--- src/inc/sfc_defs.svh ---
`ifndef SFC_DEFS_SVH
`define SFC_DEFS_SVH

// status register bit positions
`define SFC_BIT_C 3'd0
`define SFC_BIT_Z 3'd1
`define SFC_BIT_N 3'd2
`define SFC_BIT_V 3'd3
`define SFC_BIT_S 3'd4
`define SFC_BIT_H 3'd5
`define SFC_BIT_T 3'd6
`define SFC_BIT_I 3'd7

// reset value of the status register
`define SFC_STATUS_REGISTER_RST 8'h00

// cycles taken by every fixed-length operation
`define SFC_OP_CYCLES 1

`endif

--- src/inc/sfc_pkg.sv ---
package sfc_pkg;

  typedef enum logic [4:0] {
    SFC_OP_NONE,
    SFC_OP_SIGN_SET,
    SFC_OP_SIGN_CLR,
    SFC_OP_OVF_SET,
    SFC_OP_OVF_CLR,
    SFC_OP_HALF_CLR,
    SFC_OP_NEG_SET,
    SFC_OP_NEG_CLR,
    SFC_OP_ZERO_SET,
    SFC_OP_ZERO_CLR,
    SFC_OP_XFER_SET,
    SFC_OP_XFER_CLR,
    SFC_OP_IRQ_ON,
    SFC_OP_IRQ_OFF,
    SFC_OP_IDLE,
    SFC_OP_SLEEP,
    SFC_OP_WDOG_KICK,
    SFC_OP_DEBUG_HALT
  } sfc_op_e;

  typedef enum logic [1:0] {
    SFC_ST_RUN,
    SFC_ST_HALT
  } sfc_state_e;

  // one decoded operation: which flag, what value, side effects
  typedef struct packed {
    logic       flag_we;
    logic [2:0] flag_idx;
    logic       flag_val;
    logic       sleep;
    logic       wdog;
    logic       halt;
  } sfc_dec_s;

  typedef struct packed {
    logic       valid;
    sfc_op_e    op;
  } sfc_req_s;

  typedef struct packed {
    logic       done;
    logic       sleep_req;
    logic       wdog_kick;
    logic       debug_halt;
  } sfc_evt_s;

endpackage : sfc_pkg

--- src/rtl/sfc_flag_bit.sv ---
`include "sfc_defs.svh"

// one status flag: load from the core, or single-bit write from this block
module sfc_flag_bit (
  input wire logic clk_sys,
  input wire logic rst,
  input wire logic ce,
  input wire logic rst_val,
  input wire logic core_we,
  input wire logic core_val,
  input wire logic op_we,
  input wire logic op_val,
  output logic flag
);
  import sfc_pkg::*;

  typedef struct packed {
    logic flag;
  } sfc_fb_s;

  sfc_fb_s st_ff;
  sfc_fb_s nxt_st;

  always_comb begin
    nxt_st = st_ff;
    // the flag instruction is the newer write, so it wins over a core load
    if (op_we) begin
      nxt_st.flag = op_val;
    end else if (core_we) begin
      nxt_st.flag = core_val;
    end
  end

  always_ff @(posedge clk_sys) begin
    if (rst) begin
      st_ff.flag <= rst_val;
    end else if (ce) begin
      st_ff <= nxt_st;
    end
  end

  assign flag = st_ff.flag;

endmodule : sfc_flag_bit

--- src/rtl/sfc_status_ctrl.sv ---
// Summary of operation
// - sign-flag set writes S to one in one cycle, only S changes
// - sign-flag clear writes S to zero in one cycle
// - overflow set writes V to one in one cycle, others untouched
// - overflow clear writes V to zero in one cycle, others untouched
// - half-carry clear writes H to zero in one cycle, only H changes
// - sleep takes one cycle, no flag change, pulses the sleep request
// - watchdog kick takes one cycle, no flag change, pulses the watchdog
// - debug halt only for on-chip debug, no flags, no fixed cycle count
`include "sfc_defs.svh"

module sfc_status_ctrl #(
  parameter int STATUS_REGISTER_W = 8
) (
  input wire logic clk_sys,
  input wire logic rst,
  input wire logic ce,
  input wire sfc_pkg::sfc_req_s req,
  output logic req_ready,
  input wire logic core_we,
  input wire logic [STATUS_REGISTER_W-1:0] core_mask,
  input wire logic [STATUS_REGISTER_W-1:0] core_data,
  input wire logic debug_resume,
  output logic [STATUS_REGISTER_W-1:0] status_register,
  output sfc_pkg::sfc_evt_s evt
);
  import sfc_pkg::*;

  // ----------------------------------------
  // decode
  // ----------------------------------------
  function automatic sfc_dec_s decode(input sfc_op_e op);
    sfc_dec_s d;
    d = '0;
    case (op)
      SFC_OP_SIGN_SET: begin
        d.flag_we = 1'b1;
        d.flag_idx = `SFC_BIT_S;
        d.flag_val = 1'b1;
      end
      SFC_OP_SIGN_CLR: begin
        d.flag_we = 1'b1;
        d.flag_idx = `SFC_BIT_S;
        d.flag_val = 1'b0;
      end
      SFC_OP_OVF_SET: begin
        d.flag_we = 1'b1;
        d.flag_idx = `SFC_BIT_V;
        d.flag_val = 1'b1;
      end
      SFC_OP_OVF_CLR: begin
        d.flag_we = 1'b1;
        d.flag_idx = `SFC_BIT_V;
        d.flag_val = 1'b0;
      end
      SFC_OP_HALF_CLR: begin
        d.flag_we = 1'b1;
        d.flag_idx = `SFC_BIT_H;
        d.flag_val = 1'b0;
      end
      SFC_OP_NEG_SET: begin
        d.flag_we = 1'b1;
        d.flag_idx = `SFC_BIT_N;
        d.flag_val = 1'b1;
      end
      SFC_OP_NEG_CLR: begin
        d.flag_we = 1'b1;
        d.flag_idx = `SFC_BIT_N;
        d.flag_val = 1'b0;
      end
      SFC_OP_ZERO_SET: begin
        d.flag_we = 1'b1;
        d.flag_idx = `SFC_BIT_Z;
        d.flag_val = 1'b1;
      end
      SFC_OP_ZERO_CLR: begin
        d.flag_we = 1'b1;
        d.flag_idx = `SFC_BIT_Z;
        d.flag_val = 1'b0;
      end
      SFC_OP_XFER_SET: begin
        d.flag_we = 1'b1;
        d.flag_idx = `SFC_BIT_T;
        d.flag_val = 1'b1;
      end
      SFC_OP_XFER_CLR: begin
        d.flag_we = 1'b1;
        d.flag_idx = `SFC_BIT_T;
        d.flag_val = 1'b0;
      end
      SFC_OP_IRQ_ON: begin
        d.flag_we = 1'b1;
        d.flag_idx = `SFC_BIT_I;
        d.flag_val = 1'b1;
      end
      SFC_OP_IRQ_OFF: begin
        d.flag_we = 1'b1;
        d.flag_idx = `SFC_BIT_I;
        d.flag_val = 1'b0;
      end
      SFC_OP_IDLE: begin
        // retires with no side effect at all
        d = '0;
      end
      SFC_OP_SLEEP: begin
        d.sleep = 1'b1;
      end
      SFC_OP_WDOG_KICK: begin
        d.wdog = 1'b1;
      end
      SFC_OP_DEBUG_HALT: begin
        d.halt = 1'b1;
      end
      default: d = '0;
    endcase
    return d;
  endfunction : decode

  // ----------------------------------------
  // state
  // ----------------------------------------
  typedef struct packed {
    sfc_state_e state;
    sfc_evt_s evt;
  } sfc_top_s;

  sfc_top_s st_ff;
  sfc_top_s nxt_st;
  sfc_dec_s dec;
  logic take;

  // ----------------------------------------
  // request acceptance
  // ----------------------------------------
  // halted core accepts nothing until the debugger resumes it
  // ready is a plain decode of state, so it drops in the cycle halt is entered
  assign req_ready = (st_ff.state == SFC_ST_RUN);
  assign take = req.valid && req_ready && ce;
  assign dec = take ? decode(req.op) : '0;

  always_comb begin
    nxt_st = st_ff;
    nxt_st.evt = '0;
    case (st_ff.state)
      SFC_ST_RUN: begin
        if (take) begin
          // every fixed-length operation retires in one cycle
          nxt_st.evt.done = !dec.halt;
          nxt_st.evt.sleep_req = dec.sleep;
          nxt_st.evt.wdog_kick = dec.wdog;
          if (dec.halt) begin
            nxt_st.state = SFC_ST_HALT;
            nxt_st.evt.debug_halt = 1'b1;
          end
        end
      end
      SFC_ST_HALT: begin
        // duration set by the debugger, not by this block
        if (debug_resume) begin
          nxt_st.state = SFC_ST_RUN;
          nxt_st.evt.done = 1'b1;
        end
      end
      default: nxt_st.state = SFC_ST_RUN;
    endcase
  end

  // ----------------------------------------
  // state register
  // ----------------------------------------
  // ce low holds every bit, pending pulses included
  always_ff @(posedge clk_sys) begin
    if (rst) begin
      st_ff.state <= SFC_ST_RUN;
      st_ff.evt <= '0;
    end else if (ce) begin
      st_ff <= nxt_st;
    end
  end

  // ----------------------------------------
  // event outputs
  // ----------------------------------------
  // registered so the sleep and watchdog units see clean one-cycle pulses
  assign evt = st_ff.evt;

  // ----------------------------------------
  // status flags
  // ----------------------------------------
  localparam logic [STATUS_REGISTER_W-1:0] STATUS_REGISTER_RST = STATUS_REGISTER_W'(`SFC_STATUS_REGISTER_RST);

  // one-hot flag write select while STATUS_REGISTER_W is 8 or less; an index past STATUS_REGISTER_W selects nothing
  function automatic logic [STATUS_REGISTER_W-1:0] flag_sel(input sfc_dec_s d);
    logic [STATUS_REGISTER_W-1:0] m;
    m = '0;
    for (int k = 0; k < STATUS_REGISTER_W; k++) begin
      if (d.flag_we && (d.flag_idx == 3'(k))) begin
        m[k] = 1'b1;
      end
    end
    return m;
  endfunction : flag_sel

  logic [STATUS_REGISTER_W-1:0] op_sel;
  logic [STATUS_REGISTER_W-1:0] core_sel;

  // at most one bit set while STATUS_REGISTER_W is 8 or less, so a flag op never spills into a neighbour
  assign op_sel = flag_sel(dec);
  assign core_sel = core_we ? core_mask : '0;

  for (genvar i = 0; i < STATUS_REGISTER_W; i++) begin : g_flag
    sfc_flag_bit u_flag (
      .clk_sys(clk_sys),
      .rst(rst),
      .ce(ce),
      .rst_val(STATUS_REGISTER_RST[i]),
      .core_we(core_sel[i]),
      .core_val(core_data[i]),
      .op_we(op_sel[i]),
      .op_val(dec.flag_val),
      .flag(status_register[i])
    );
  end

endmodule : sfc_status_ctrl

--- config.mk ---
export PLATFORM = sky130hd
export DESIGN_NAME = sfc_status_ctrl
export DESIGN_NICKNAME = d
export VERILOG_FILES = /design/src/inc/sfc_pkg.sv /design/src/rtl/sfc_flag_bit.sv /design/src/rtl/sfc_status_ctrl.sv
export VERILOG_INCLUDE_DIRS = /design/src /design/src/inc
export SDC_FILE = /design/constraint.sdc
export NUM_CORES = 1
export LEC_CHECK = 0
export BUFFER_PORTS_ARGS = -buffer_cell sky130_fd_sc_hd__buf_2
export CORE_MARGIN = 4
export CORE_UTILIZATION = 42
export DETAILED_ROUTE_END_ITERATION = 6
export PLACE_DENSITY = 0.73
export SKIP_CTS_REPAIR_TIMING = 1
export SYNTH_ARGS = -nofsm -noshare
export SYNTH_HDL_FRONTEND = slang
export SYNTH_SLANG_ARGS = --single-unit
export TNS_END_PERCENT = 50
--- constraint.sdc ---
create_clock -name clk_sys -period 1.3 [get_ports clk_sys]
set_input_delay 0.26 -clock clk_sys [delete_from_list [all_inputs] [get_ports clk_sys]]
set_output_delay 0.26 -clock clk_sys [all_outputs]
set_load 0.1 [all_outputs]
==> results.md, run 1 <==
* Result of the run: completed
* Internal power at 0.6800 mW
* Post-synth cell types at 36
* Pin slew with the least headroom to its limit at 0.3196 ns
* Maximum number of pins on one net before global-route repair at 14
* Minimum setup slack after placement at -0.06628 ns
* Number of search-and-repair iterations in the first detailed-routing pass at 4
* Overall die width at 55.43 um
* Row count at 16
* Maximum level of the CTS H-tree at 1
* Placed Instance Area at 1348 um2
* Remaining antenna violation count after routing at 0
* Via count of the first global-routing pass at 937
* Critical path required time at 1.48 ns
* Power per cell area at 738.3 nW/um2
* Worst R2R Start: st_ff[4]
* Type of the worst min-delay path: in2reg
* Clk Latency, worst-skew pair at 0.29 ns
* Vias after detailed routing at 954
* Endpoint of the worst setup timing path: g_flag[6].u_flag.flag
* Multi-input combinational cell area at 563.0 um2
* Routed vias/inst at 5.451
* Sequential group share of total power at 0.410
* Clock transition time at the flip-flop clock pins of the worst setup and hold paths at 0.07 ns
* Final-layout fill cell count at 182
* Cell-by-cell listing of the critical path: nand4bb_4 > or3_4 > a2111oi_4
* Dominant cells by area after synthesis: sky130_fd_sc_hd__dfxtp_1, sky130_fd_sc_hd__buf_4, sky130_fd_sc_hd__mux2i_1
* Placeable core area at 2042 um2
* Post-Syn Nets at 137
* Area of all sequential standard cells at 261.5 um2
* Global-route wire length before repair at 4112 um
* Final design instance area without fill at 1403 um2
* Clock tree from TritonCTS: done
* Flop and latch count out of synthesis at 13
* Element type at the critical path end: register
* Number of setup violations in the final report at 0
* Global Route Usage Sum at 0.1606
* I/O pin count at 40
* Final RePlAce weighted congestion at 0.7897
* Commonest non-fill, non-tap cell in the layout: sky130_fd_sc_hd__buf_2
* Max Clock Freq at 0.7864 GHz
* Portion of synthesized cell area occupied by the leading cell type at 0.2755
* Type of the worst setup path: reg2reg
* Proportion of total power due to net switching at 0.3433
* Fraction of registers with async set/reset at 0
* Worst Hold Slack at 0.2198 ns
* Final routed wire length divided by cell count at 14.21 um
* Primary FF master, synth: sky130_fd_sc_hd__dfxtp_1
* Total count of max-transition violations in the final report at 0
* Clock period minus worst slack at 1.272 ns
* Clock tree buffer depth at 2
* Worst slew margin at 0.7839
* Number of hold violations in the final report at 0
* Antenna diode count at 0
* Drt total wl at 2487 um
* Share of cells above drive strength 1 at 0.4459
* Grt total ovfl at 0
* End-of-flow core utilization at 0.6869
* Smallest setup slack after layout at 0.02831 ns
* VDD IR max at 0.0006740 V
* Fin nets at 176
* Vertical die dimension at 55.43 um
* Combinational group share of total power at 0.336
* Initial Utilization at 0.4626
* CP peak stage delay at 0.38 ns
* Post-synth EDFFs at 0
* Worst Clk Skew at 0.01545 ns
* Start point of the worst hold path: core_data[0]
* Clock root cell: sky130_fd_sc_hd__clkbuf_4
* Total Power Consumption at 1.035 mW
* Leading cell types in the layout, fill and taps excluded: sky130_fd_sc_hd__buf_2, sky130_fd_sc_hd__buf_4, sky130_fd_sc_hd__buf_12, sky130_fd_sc_hd__dfxtp_1
* Share of the yosys chip area belonging to registers at 0.2755
* CP Max Fanout at 3
* Share of the clock period used by the worst path at 0.9782
* Final routed DRC violation total at 0
* Initial antenna violation count at 0
* Critical path startpoint: st_ff[4]
* Clock network power share at 0.253
* Initial DRC count at 11
* Data arrival at the endpoint of the critical path at 1.45 ns
* MaxCap Viol Count at 0
* Worst Reg2Reg Path Length in Cells at 3
* Syn Std Cell Area at 944.7 um2
* Placed wire-length estimate at 1976 um
* Syn Area/Cell at 8.588 um2
* Total leakage power at 0.5967 nW
* Worst setup SP type: register
* Post-synthesis cell count at 110
* Number of port buffers at 39
* Internal reg-to-reg setup slack at 0.03 ns
* Total Die Area at 3072 um2
* CTS Sinks at 13
* RSZ-0062 raised after global routing: true
* Net switching power at 0.3555 mW
* Slowest cell on the critical path: sky130_fd_sc_hd__or3_4
* RR Endpoint: g_flag[6].u_flag.flag
* Number of buffers added by the clock tree synthesis step at 3
* Syn. warnings at 0
* Synth-to-Final Area Change at 48.48%
* Cell type with the highest aggregate area in the netlist: sky130_fd_sc_hd__dfxtp_1
kinds of logic after synthesis:
logic type,share of synthesized area
AOI/OAI and AO/OA,0.2172
xor gates and xnor gates,0.009273
DFF,0.2755
muxes,0.05298
and+or+nand+nor,0.2874
buffers and inverters,0.1576
worst max-delay path: cells and delay by family, from the launching register on:
kind            cells  cell delay [ns]
simple gates        2             0.56
flops               1             0.33
compound gates      1             0.28
layer usage:
layer	wire length, um	vias up	track usage
met5	0	-	0
met4	30	0	0.04167
met3	151	6	0.03730
met2	1293	41	0.2922
met1	1010	439	0.1860
li1	-	468	-
area by class of cell:
type | instances | area share
repair buffers | 54 | 0.3586
inverters | 4 | 0.01070
well taps | 27 | 0.02409
clock buffers | 4 | 0.01873
flip-flops and latches | 13 | 0.1864
multi-input cells | 73 | 0.4014
metrics by stage:
| step | std cells | TNS (ns) |
|---|---|---|
| after floorplan | 110 | -0.004051 |
| after global placement | 171 | -0.05678 |
| after detailed placement | 171 | -0.1826 |
| after CTS | 175 | 0 |
| after global routing | 175 | -0.02250 |
| final | 175 | 0 |
sequential cells by signal, summed over array words and instances, names as in the netlist:
| register | flops |
|---|---|
| evt | 4 |
| g_flag.u_flag.flag | 8 |
| st_ff | 1 |
worst min-delay path by stage:
stage / endpoint / slack [ns] / cells after the start
floorplan: g_flag[1].u_flag.flag / 0.33 / 1
global placement: g_flag[0].u_flag.flag / 0.50 / 3
detailed placement: evt[0] / 0.50 / 2
CTS: g_flag[0].u_flag.flag / 0.23 / 3
global route: g_flag[0].u_flag.flag / 0.23 / 3
finish: g_flag[0].u_flag.flag / 0.22 / 3
power groups by stage:
stage          Combinational (mW)  Clock [mW]  Sequential, mW
2_1_floorplan               0.216           0           0.426
3_3_place_gp                0.331           0           0.433
3_5_place_dp                0.341           0           0.434
4_1_cts                     0.342       0.258           0.425
5_1_grt                     0.370       0.287           0.427
6_report                    0.348       0.262           0.425
cells in the mapped netlist (all sizes together) (3+ instances only):
library cell and count:
nor2b 4, buf 18, nand3 8, inv 4, a21oi 8, nand2b 3
nor2 7, mux2i 5, nand3b 3, a211oi 3, nor4b 3, dfxtp 13
nand2 4
No activity file was read; power rests on OpenSTA's default activity.
==> run 2, diff against run 1 <==
- CORE_MARGIN: 4 -> 2
==> results.md, run 2 (same netlist as run 1, synthesis figures left out) <==
* Result of the run: completed
* Maximum level of the CTS H-tree at 1
* Type of the worst setup path: reg2reg
* Max Clock Freq at 0.7852 GHz
* Final routed wire length divided by cell count at 12.40 um
* Power per cell area at 722.4 nW/um2
* Register ranked first by flip-flop count: g_flag.u_flag.flag
* Sequential group share of total power at 0.422
* Final RePlAce weighted congestion at 0.8085
* Maximum number of pins on one net before global-route repair at 16
* Met2 track demand over resource at 0.3077
* Share of the clock period used by the worst path at 0.9796
* Minimum setup slack after placement at -0.08099 ns
* Clock period minus worst slack at 1.274 ns
* Number of port buffers at 39
* Clk Latency, worst-skew pair at 0.27 ns
* I/O pin count at 40
* Share of cells above drive strength 1 at 0.4315
* RSZ-0062 raised after global routing: true
* Worst Hold Slack at 0.2236 ns
* Placeable core area at 2170 um2
* Row count at 17
* Cell-by-cell listing of the critical path: nand4bb_4 > or3_4 > a2111oi_4
* Number of hold violations in the final report at 0
* Internal power at 0.6751 mW
* Global Route Usage Sum at 0.1718
* Critical path required time at 1.47 ns
* Largest registers: g_flag.u_flag.flag x8, evt x4, st_ff x1
* Slowest cell on the critical path: sky130_fd_sc_hd__or3_4
* Worst setup SP type: register
* Start point of the worst hold path: core_data[0]
* Vias after detailed routing at 906
* Vertical die dimension at 51.43 um
* Synth-to-Final Area Change at 47.55%
* Initial DRC count at 5
* CTS Sinks at 13
* Global-route wire length before repair at 3456 um
* Pin slew with the least headroom to its limit at 0.3303 ns
* Routed vias/inst at 5.207
* Met3 Track Usage GR at 0.03801
* Worst slew margin at 0.7778
* Clock transition time at the flip-flop clock pins of the worst setup and hold paths at 0.08 ns
* Final-layout fill cell count at 194
* Initial Utilization at 0.4354
* Element type at the critical path end: register
* Number of search-and-repair iterations in the first detailed-routing pass at 3
* CP Max Fanout at 3
* Clock tree buffer depth at 2
* Remaining antenna violation count after routing at 0
* Number of buffers added by the clock tree synthesis step at 3
* Data arrival at the endpoint of the critical path at 1.45 ns
* Leading cell types in the layout, fill and taps excluded: sky130_fd_sc_hd__buf_2, sky130_fd_sc_hd__buf_12, sky130_fd_sc_hd__buf_4, sky130_fd_sc_hd__dfxtp_1
* Initial antenna violation count at 0
* Buffering stage count on the worst path with inverters included at 0
* Type of the worst min-delay path: in2reg
* CP peak stage delay at 0.39 ns
* Cell family with most CP delay: simple AND/OR/NAND/NOR gates
* Global Route met1 Usage at 0.2014
* Clock root cell: sky130_fd_sc_hd__clkbuf_4
* Placed wire-length estimate at 1738 um
* Via count of the first global-routing pass at 812
* Worst Clk Skew at 0.005549 ns
* Total count of max-transition violations in the final report at 0
* Clock network power share at 0.240
* Total Die Area at 2645 um2
* VDD IR max at 0.0005393 V
* Critical path startpoint: st_ff[4]
* Worst R2R Start: st_ff[4]
* Overall die width at 51.43 um
* Final routed DRC violation total at 0
* Number of setup violations in the final report at 0
* Clock tree from TritonCTS: done
* MaxCap Viol Count at 0
* Total Power Consumption at 1.007 mW
* Antenna diode count at 0
* Net switching power at 0.3318 mW
* Number of flip-flops in the largest register at 8
* Proportion of total power due to net switching at 0.3295
* Total leakage power at 0.5959 nW
* Final total negative setup slack at 0 ns
* Combinational group share of total power at 0.338
* Busiest metal layer after global routing: met2
* Drt total wl at 2158 um
* Commonest non-fill, non-tap cell in the layout: sky130_fd_sc_hd__buf_2
* Fin nets at 174
* End-of-flow core utilization at 0.6424
* Smallest setup slack after layout at 0.02648 ns
* Grt total ovfl at 0
run 2: tightest hold or removal path, stage by stage:
cell and delay, ns:
sky130_fd_sc_hd__buf_2 0.07, sky130_fd_sc_hd__mux2i_1 0.05, sky130_fd_sc_hd__nor2_1 0.07
run 2: area by class of cell:
cell class	instances	area, um2	area share
multi-input cells	73	568.0	0.4075
clock buffers	4	26.28	0.01885
repair buffers	52	488.0	0.3501
inverters	4	15.01	0.01077
flip-flops and latches	13	261.5	0.1876
well taps	28	35.03	0.02513
run 2: path summary, 6_finish.rpt:
path / to / slack (ns) / cells after the start
setup reg to reg: g_flag[6].u_flag.flag / 0.03 / 3
hold reg to reg: evt[0] / 0.52 / 2
hold / removal: g_flag[0].u_flag.flag / 0.22 / 3
setup / recovery: g_flag[6].u_flag.flag / 0.03 / 3
run 2: metrics by stage:
stage / std cells / area (um2)
6_report: 174 / 1394
5_1_grt: 174 / 1394
4_1_cts: 174 / 1360
3_5_place_dp: 170 / 1334
3_3_place_gp: 170 / 1334
2_1_floorplan: 110 / 944.7
run 2: metal layers:
| layer | share of wire | up-vias |
|---|---|---|
| li1 | - | 463 |
| met1 | 0.44 | 420 |
| met2 | 0.50 | 21 |
| met3 | 0.050 | 2 |
| met4 | 0.0056 | 0 |
| met5 | 0 | - |
run 2: power by group through the flow:
stage	registers [mW]	logic, mW	clock network, mW
2_1_floorplan	0.426	0.216	0
6_report	0.425	0.341	0.242
4_1_cts	0.425	0.334	0.249
3_5_place_dp	0.434	0.333	0
3_3_place_gp	0.433	0.327	0
5_1_grt	0.427	0.361	0.266
